## src/rtl/tap_pkg.sv

```systemverilog
package tap_pkg;

  // Controller states, Gray coded along the usual walk
  typedef enum logic [3:0] {
    ST_RESET = 4'h0,
    ST_IDLE = 4'h1,
    ST_SEL_DR = 4'h3,
    ST_CAP_DR = 4'h2,
    ST_SHF_DR = 4'h6,
    ST_EX1_DR = 4'h7,
    ST_PAU_DR = 4'h5,
    ST_EX2_DR = 4'h4,
    ST_UPD_DR = 4'hc,
    ST_SEL_IR = 4'hd,
    ST_CAP_IR = 4'hf,
    ST_SHF_IR = 4'he,
    ST_EX1_IR = 4'ha,
    ST_PAU_IR = 4'hb,
    ST_EX2_IR = 4'h9,
    ST_UPD_IR = 4'h8
  } tap_state_t;

  localparam int IR_LEN = 3;
  localparam int ID_LEN = 32;
  localparam int PIN_IN_CNT = 4;
  localparam int PIN_OUT_CNT = 4;
  localparam int BSR_LEN = PIN_IN_CNT + PIN_OUT_CNT;

  // Instruction codes
  localparam logic [2:0] INS_EXTEST = 3'h0;
  localparam logic [2:0] INS_IDCODE = 3'h1;
  localparam logic [2:0] INS_SAMPLE = 3'h2;
  localparam logic [2:0] INS_CLAMP = 3'h3;
  localparam logic [2:0] INS_HIGHZ = 3'h4;
  localparam logic [2:0] INS_BYPASS = 3'h7;

  // Fixed value loaded into the instruction shifter in Capture-IR
  localparam logic [2:0] IR_CAPTURE = 3'h1;
  localparam logic [2:0] IR_RESET = INS_IDCODE;
  localparam logic [BSR_LEN-1:0] BSR_RESET = 8'h00;
  localparam logic [ID_LEN-1:0] ID_RESET = 32'h0000_0000;

  // Synchroniser depth on every pin input
  localparam int SYNC_STAGES = 2;

endpackage : tap_pkg

```

## src/rtl/boundary_scan_tap.sv

```systemverilog
`timescale 1ns/1ps
// How it works
// - Controller steps on each test clock rising edge, per mode select level.
// - After reset: Test-Logic-Reset, IDCODE current, identification register selected.
// - Select-DR-Scan goes to Capture-DR on low, Select-IR-Scan on high.
// - Capture-DR parallel-loads the selected register; then Shift-DR or Exit1-DR.
// - Shift-DR shifts selected register one stage toward data out per edge.
// - Exit1-DR goes to Update-DR on high, Pause-DR on low.
// - Pause-DR holds registers; stays on low, Exit2-DR on high.
// - Exit2-DR goes to Update-DR on high, back to Shift-DR on low.
// - Falling edge in Update-DR copies shift path into parallel latches.
// - Select-IR-Scan goes to Capture-IR on low, Test-Logic-Reset on high.
// - Capture-IR loads a fixed value; then Exit1-IR or Shift-IR.
// - Shift-IR shifts the instruction shifter; high leaves to Exit1-IR.
// - Exit1-IR low goes to Pause-IR; Pause-IR stays low, Exit2-IR high.
// - High in Exit1-IR or Exit2-IR enters Update-IR; falling edge latches instruction.
// - Latched instruction is current; Update-IR goes to Run-Test-Idle or Select-DR-Scan.
// - Codes: EXTEST 000, IDCODE 001, SAMPLE 010, CLAMP 011, HIGHZ 100, BYPASS 111.
// - SAMPLE captures pins without disturbing them, shifts data in from data in.
// - BYPASS, CLAMP and HIGHZ use the one-bit bypass register as path.
// - EXTEST drives outputs from boundary latches, captures inputs, shifts boundary register.
// - CLAMP holds outputs at boundary latch values throughout, bypass in path.
// - HIGHZ floats every digital output, bypass in path.
// - IDCODE captures 32-bit identity: bit0 one, maker, device, version fields.
module boundary_scan_tap
  import tap_pkg::*;
#(
  parameter logic [3:0] ID_VERSION = 4'h0, // Arbitrary value
  parameter logic [15:0] ID_PART = 16'h5a5a, // Arbitrary value
  parameter logic [10:0] ID_MAKER = 11'h0aa // Arbitrary value
) (
  input wire logic i_clk, // System clock, 100 MHz
  input wire logic i_reset, // Synchronous reset, active high
  input wire logic i_test_clock, // Test clock pin
  input wire logic i_test_mode_select, // Mode select pin
  input wire logic i_test_data_in, // Serial data in pin
  input wire logic i_test_reset_n, // Test reset pin, active low
  output logic o_test_data_out, // Serial data out
  output logic o_test_data_out_oe, // Data out driven
  input wire logic [PIN_IN_CNT-1:0] i_pin_in, // Digital input pins
  input wire logic [PIN_OUT_CNT-1:0] i_core_out, // Core values for output pins
  output logic [PIN_OUT_CNT-1:0] o_pin_out, // Output pin values
  output logic [PIN_OUT_CNT-1:0] o_pin_oe, // Output pin enables
  output logic [2:0] o_instruction // Current instruction
);

  // Two-stage synchronisers for all pins
  localparam int SW = 4 + PIN_IN_CNT;
  logic [SW-1:0] meta_ff;
  logic [SW-1:0] sync_ff;
  logic tck_prev_ff;
  always_ff @(posedge i_clk) begin
    if (i_reset) begin
      meta_ff <= '0;
      sync_ff <= '0;
      tck_prev_ff <= 1'b0;
    end else begin
      meta_ff <= {i_pin_in, i_test_reset_n, i_test_data_in, i_test_mode_select, i_test_clock};
      sync_ff <= meta_ff;
      tck_prev_ff <= sync_ff[0];
    end
  end

  logic tck_s, tms_s, tdi_s, trst_n_s, tck_rise, tck_fall;
  logic [PIN_IN_CNT-1:0] pin_in_s;
  assign tck_s = sync_ff[0];
  assign tms_s = sync_ff[1];
  assign tdi_s = sync_ff[2];
  assign trst_n_s = sync_ff[3];
  assign pin_in_s = sync_ff[SW-1:4];
  // Edges found on the sampled test clock
  assign tck_rise = tck_s & ~tck_prev_ff;
  assign tck_fall = ~tck_s & tck_prev_ff;

  tap_state_t state_ff, nxt_state;
  logic [2:0] ir_sr_ff, nxt_ir_sr, ir_ff, nxt_ir;
  logic byp_ff, nxt_byp;
  logic [ID_LEN-1:0] id_sr_ff, nxt_id_sr;
  logic [BSR_LEN-1:0] bsr_sr_ff, nxt_bsr_sr, bsr_upd_ff, nxt_bsr_upd;
  logic tdo_ff, nxt_tdo, tdo_oe_ff, nxt_tdo_oe;
  logic [PIN_OUT_CNT-1:0] pin_out_ff, nxt_pin_out, pin_oe_ff, nxt_pin_oe;
  logic sel_bsr, sel_id;
  logic [ID_LEN-1:0] id_value;

  assign id_value = {ID_VERSION, ID_PART, ID_MAKER, 1'b1};
  // Register chosen by the current instruction; all others fall back to bypass
  assign sel_bsr = (ir_ff == INS_EXTEST) || (ir_ff == INS_SAMPLE);
  assign sel_id = (ir_ff == INS_IDCODE);

  // Controller walk
  always_comb begin
    nxt_state = state_ff;
    if (!trst_n_s) begin
      nxt_state = ST_RESET;
    end else if (tck_rise) begin
      unique case (state_ff)
        ST_RESET: nxt_state = tms_s ? ST_RESET : ST_IDLE;
        ST_IDLE: nxt_state = tms_s ? ST_SEL_DR : ST_IDLE;
        ST_SEL_DR: nxt_state = tms_s ? ST_SEL_IR : ST_CAP_DR;
        ST_CAP_DR: nxt_state = tms_s ? ST_EX1_DR : ST_SHF_DR;
        ST_SHF_DR: nxt_state = tms_s ? ST_EX1_DR : ST_SHF_DR;
        ST_EX1_DR: nxt_state = tms_s ? ST_UPD_DR : ST_PAU_DR;
        ST_PAU_DR: nxt_state = tms_s ? ST_EX2_DR : ST_PAU_DR;
        ST_EX2_DR: nxt_state = tms_s ? ST_UPD_DR : ST_SHF_DR;
        ST_UPD_DR: nxt_state = tms_s ? ST_SEL_DR : ST_IDLE;
        ST_SEL_IR: nxt_state = tms_s ? ST_RESET : ST_CAP_IR;
        ST_CAP_IR: nxt_state = tms_s ? ST_EX1_IR : ST_SHF_IR;
        ST_SHF_IR: nxt_state = tms_s ? ST_EX1_IR : ST_SHF_IR;
        ST_EX1_IR: nxt_state = tms_s ? ST_UPD_IR : ST_PAU_IR;
        ST_PAU_IR: nxt_state = tms_s ? ST_EX2_IR : ST_PAU_IR;
        ST_EX2_IR: nxt_state = tms_s ? ST_UPD_IR : ST_SHF_IR;
        ST_UPD_IR: nxt_state = tms_s ? ST_SEL_DR : ST_IDLE;
      endcase
    end
  end

  // Shift paths act on rising edges; latches update on falling edges
  always_comb begin
    nxt_ir_sr = ir_sr_ff;
    nxt_ir = ir_ff;
    nxt_byp = byp_ff;
    nxt_id_sr = id_sr_ff;
    nxt_bsr_sr = bsr_sr_ff;
    nxt_bsr_upd = bsr_upd_ff;
    nxt_tdo = tdo_ff;
    nxt_tdo_oe = tdo_oe_ff;
    if (tck_rise) begin
      unique case (state_ff)
        ST_CAP_IR: nxt_ir_sr = IR_CAPTURE;
        ST_SHF_IR: nxt_ir_sr = {tdi_s, ir_sr_ff[2:1]};
        ST_CAP_DR: begin
          if (sel_id) begin
            nxt_id_sr = id_value;
          end else if (sel_bsr) begin
            nxt_bsr_sr = {i_core_out, pin_in_s};
          end else begin
            nxt_byp = 1'b0;
          end
        end
        ST_SHF_DR: begin
          if (sel_id) begin
            nxt_id_sr = {tdi_s, id_sr_ff[ID_LEN-1:1]};
          end else if (sel_bsr) begin
            nxt_bsr_sr = {tdi_s, bsr_sr_ff[BSR_LEN-1:1]};
          end else begin
            nxt_byp = tdi_s;
          end
        end
        default: ; // Pause, exit and select states hold every register
      endcase
    end
    if (tck_fall) begin
      // Data out changes on the falling edge so the tester samples it stable
      nxt_tdo_oe = (state_ff == ST_SHF_IR) || (state_ff == ST_SHF_DR);
      if (state_ff == ST_SHF_IR) begin
        nxt_tdo = ir_sr_ff[0];
      end else if (sel_id) begin
        nxt_tdo = id_sr_ff[0];
      end else if (sel_bsr) begin
        nxt_tdo = bsr_sr_ff[0];
      end else begin
        nxt_tdo = byp_ff;
      end
      if (state_ff == ST_UPD_IR) begin
        nxt_ir = ir_sr_ff;
      end
      if (state_ff == ST_UPD_DR && sel_bsr) begin
        nxt_bsr_upd = bsr_sr_ff;
      end
    end
    if (state_ff == ST_RESET) begin
      nxt_ir = INS_IDCODE;
    end
  end

  // Pin muxing; normal operation unless a test instruction takes the pins
  always_comb begin
    nxt_pin_out = i_core_out;
    nxt_pin_oe = '1;
    if (ir_ff == INS_EXTEST || ir_ff == INS_CLAMP) begin
      nxt_pin_out = bsr_upd_ff[BSR_LEN-1:PIN_IN_CNT];
    end else if (ir_ff == INS_HIGHZ) begin
      nxt_pin_oe = '0;
    end
  end

  // Every register loads on each system clock edge; reset is synchronous
  always_ff @(posedge i_clk) begin
    if (i_reset) begin
      state_ff <= ST_RESET;
      ir_sr_ff <= IR_RESET;
      ir_ff <= IR_RESET;
      byp_ff <= 1'b0;
      id_sr_ff <= ID_RESET;
      bsr_sr_ff <= BSR_RESET;
      bsr_upd_ff <= BSR_RESET;
      tdo_ff <= 1'b0;
      tdo_oe_ff <= 1'b0;
      pin_out_ff <= '0;
      pin_oe_ff <= '0;
    end else begin
      state_ff <= nxt_state;
      ir_sr_ff <= nxt_ir_sr;
      ir_ff <= nxt_ir;
      byp_ff <= nxt_byp;
      id_sr_ff <= nxt_id_sr;
      bsr_sr_ff <= nxt_bsr_sr;
      bsr_upd_ff <= nxt_bsr_upd;
      tdo_ff <= nxt_tdo;
      tdo_oe_ff <= nxt_tdo_oe;
      pin_out_ff <= nxt_pin_out;
      pin_oe_ff <= nxt_pin_oe;
    end
  end

  // Outputs come straight from flops, so no glitch reaches a pin
  assign o_test_data_out = tdo_ff;
  assign o_test_data_out_oe = tdo_oe_ff;
  assign o_pin_out = pin_out_ff;
  assign o_pin_oe = pin_oe_ff;
  assign o_instruction = ir_ff;
endmodule : boundary_scan_tap

```

## config.mk

```make
export PLATFORM = sky130hd
export DESIGN_NAME = boundary_scan_tap
export DESIGN_NICKNAME = d
export VERILOG_FILES = /design/src/rtl/tap_pkg.sv /design/src/rtl/boundary_scan_tap.sv
export SDC_FILE = /design/constraint.sdc
export NUM_CORES = 1
export LEC_CHECK = 0
export BUFFER_PORTS_ARGS = -buffer_cell sky130_fd_sc_hd__buf_2
export CELL_PAD_IN_SITES_DETAIL_PLACEMENT = 1
export CELL_PAD_IN_SITES_GLOBAL_PLACEMENT = 1
export CORE_MARGIN = 3
export CORE_UTILIZATION = 47
export CTS_BUF_LIST = sky130_fd_sc_hd__clkbuf_4
export CTS_CLUSTER_DIAMETER = 150
export CTS_CLUSTER_SIZE = 10
export DETAILED_ROUTE_END_ITERATION = 10
export HOLD_SLACK_MARGIN = 0.12
export PLACE_DENSITY_LB_ADDON = 0.1
export SYNTH_ARGS = -nofsm -noshare
export SYNTH_HDL_FRONTEND = slang
export SYNTH_SLANG_ARGS = --single-unit
```

## constraint.sdc

```tcl
create_clock -name i_clk -period 2.4 [get_ports i_clk]
set_clock_uncertainty 0.15 [all_clocks]
set_input_delay 0 -clock i_clk [delete_from_list [all_inputs] [get_ports i_clk]]
set_output_delay 0 -clock i_clk [all_outputs]
set_load 0.02 [all_outputs]
```

==> flow_summary.yaml <==
final_layout:
  area_delta_synth_final_pct: 13.21
  n_fill_cell: 790
  register_area_um2: 1582
  drive_gt1_frac: 0.1775
  finalNonFillerCells: 477
  nNetsFinal: 409
  design_area_um2: 3645
  final_cell_mix: "dfxtp_1 (79), nor2_1 (45), nand2_1 (38)"
  utilization: 0.5612
  multi_input_area_um2: 1456
  n_antenna_cell: 0
  mostFrequentLayoutCell: "dfxtp_1"
logic_synthesis:
  ys_ff_latch: 79
  syn_nets: 379
  ys.warnings.count: 0
  synth_async_sr_flop_share: 0
  synthCells: 365
  ys.flop_type: "dfxtp_1"
  synth_edf_count: 0
  synth-seq-area-share: 0.4913
  synth_area_per_cell_um2: 8.820
  synth_cell_types: 42
  synth.cell_area_um2: 3219
power_and_ir_drop:
  ir_drop_uv: 357.7
  totalPowerFinal_mw: 2.169
  total_leakage_power_nw: 1.279
  power_density_nw_per_um2: 595.2
worst_setup_path:
  crit_chain: "buf_4, xor2_1, nor2_1, mux2i_1, nor2_1, dlygate4sd3_1"
  crit_start: "o_instruction[0]$_SDFFE_PP1P_"
  path_class: "register to register"
  required_ps: 2560
  critPathMaxStageDelay_ps: 590
  critPathMostFrequentCell: "nor2_1"
  crit_fanout: 9
  cp-end-kind: "register"
  crit_family: "buffers and inverters"
  path_buf_inv: 2
  crit_slowest_cell: "dlygate4sd3_1"
  reg2reg_slack_ps: 190
  crit_arrival_ps: 2370
  critPathLaunchType: "register"
  timing.rr.start: "o_instruction[0]$_SDFFE_PP1P_"
sta:
  tightest_slew_ps: 742.3
  post-route-period-util: 0.9201
  fin_ws_ps: 191.7
  hold_viol: 0
  fmax_mhz: 452.8
  drv_slew: 0
  slew_headroom: 0.5051
  rsz0062_at_grt: "no"
  timing.hold.ws_ps: 153.5
  tns_ps: 0
  fin_crit_ps: 2208
  setup_viol: 0
clock_network:
  clock_path_buffers: 2
  clock-root-buffer: "clkbuf_4"
  post_cts_buffers: 0
  path_clk_slew_ps: 140
  postCtsHoldBufs: 14
  cts_tree: "done"
  cts_resized: 0
  clkLatencyLatePin_ps: 430
  htree_num_levels: 3
  cts_made_buffers: 9
  clock_sinks: 79
worst_hold_path:
  hold_path.class: "input port to register"
  hp-start: "i_pin_in[2]"
floorplan:
  die_w_um: 88.76
  ioPinCount: 27
  fp.dieArea_um2: 7878
  rows: 29
  die_h_um: 88.76
  core_area_um2: 6495
  start_util: 0.4957
grt:
  overflow: 0
  grt_pass1_wl_um: 12820
  grt_max_degree: 41
  antenna_found_initial: 0
  grt_pass1_vias: 2646
  grt.total_usage: 0.2087
route:
  dr.pass1.iters: 4
  initialDrtViolationCount: 84
  wl_per_cell_um: 15.57
  wl_um: 7426
  viasPerCell: 5.587
  drc_errors: 0
  vias: 2665
  detail-route-antenna-nets: 0
placed_design:
  io_buffers: 26
  gp_congestion: 0.8468
  dp_hpwl_um: 4737
  dp_slack_ps: 353.1
  dp.cells: 447
  postPlaceCellArea_um2: 3381
flow_run:
  max-cap-violations: 0
outcome:
  outcome: "finished clean"
[report_power, final]
group	internal [mW]	switching (mW)	leakage, nW	total [mW]
Sequential	1.33	0.00949	0.641	1.34
Clock	0.246	0.490	0.0641	0.736
Combinational	0.0444	0.0505	0.574	0.0949
[worst min-delay path, cell delays in order]
cell           delay (ps)
dlygate4sd3_1         520
buf_2                  90
nor2b_1               100
[layout make-up]
class                      instances  area share
sequential                        79      0.4339
multi-input combinational        248      0.3996
timing repair buffer              54      0.1030
tap                               77     0.02643
clock buffer                      11     0.02266
clock inverter                     5     0.01133
inverter                           3    0.003090
[flip-flops by register name, indices dropped and copies added, names as in the netlist, 3 cells and up]
name and cells:
bsr_sr_ff 8, sync_ff 8, meta_ff 8, o_pin_out 4, id_sr_ff 32, ir_sr_ff 3, o_instruction 3, bsr_upd_ff 4
state_ff 4
[synthesized netlist by cell type, types with 4 or more instances]
master | instances | area [um^2]
nand2_1 | 38 | 142.6
nor2_1 | 45 | 168.9
nor2b_1 | 20 | 125.1
nor3_1 | 21 | 105.1
a31oi_1 | 5 | 31.28
nand2b_1 | 5 | 31.28
o21ai_0 | 5 | 25.02
dfxtp_1 | 79 | 1582
nor3_2 | 11 | 110.1
a311oi_1 | 7 | 61.31
nand3_1 | 19 | 95.09
buf_2 | 11 | 55.05
nand4_1 | 4 | 25.02
a21oi_1 | 27 | 135.1
clkbuf_1 | 16 | 60.06
mux2i_1 | 11 | 110.1
[per-layer routing]
| metal | GRT usage | routed length (um) | up-vias |
|---|---|---|---|
| met4 | 0.04808 | 75 | 0 |
| met1 | 0.2799 | 3652 | 1306 |
| li1 | - | - | 1311 |
| met2 | 0.3347 | 3437 | 41 |
| met5 | 0 | 0 | - |
| met3 | 0.05773 | 261 | 7 |
[final timing paths]
kind                             endpoint  depth (start not counted)
hold / removal      meta_ff[6]$_SDFF_PP0_                          3
hold reg to reg     sync_ff[5]$_SDFF_PP0_                          1
setup reg to reg  o_pin_out[3]$_SDFF_PP0_                          6
setup / recovery  o_pin_out[3]$_SDFF_PP0_                          6
[cell families (layout without fill, tap and decap cells)]
logic type | after synthesis | count (layout) | synth area share
AO/OA/AOI/OAI | 61 | 61 | 0.1205
XOR/XNOR | 1 | 1 | 0.002721
buffers and inverters | 38 | 73 | 0.05907
flip-flops | 79 | 79 | 0.4913
multiplexers | 11 | 11 | 0.03420
AND/OR/NAND/NOR | 175 | 175 | 0.2923
Power figures use the tool's default switching activity.
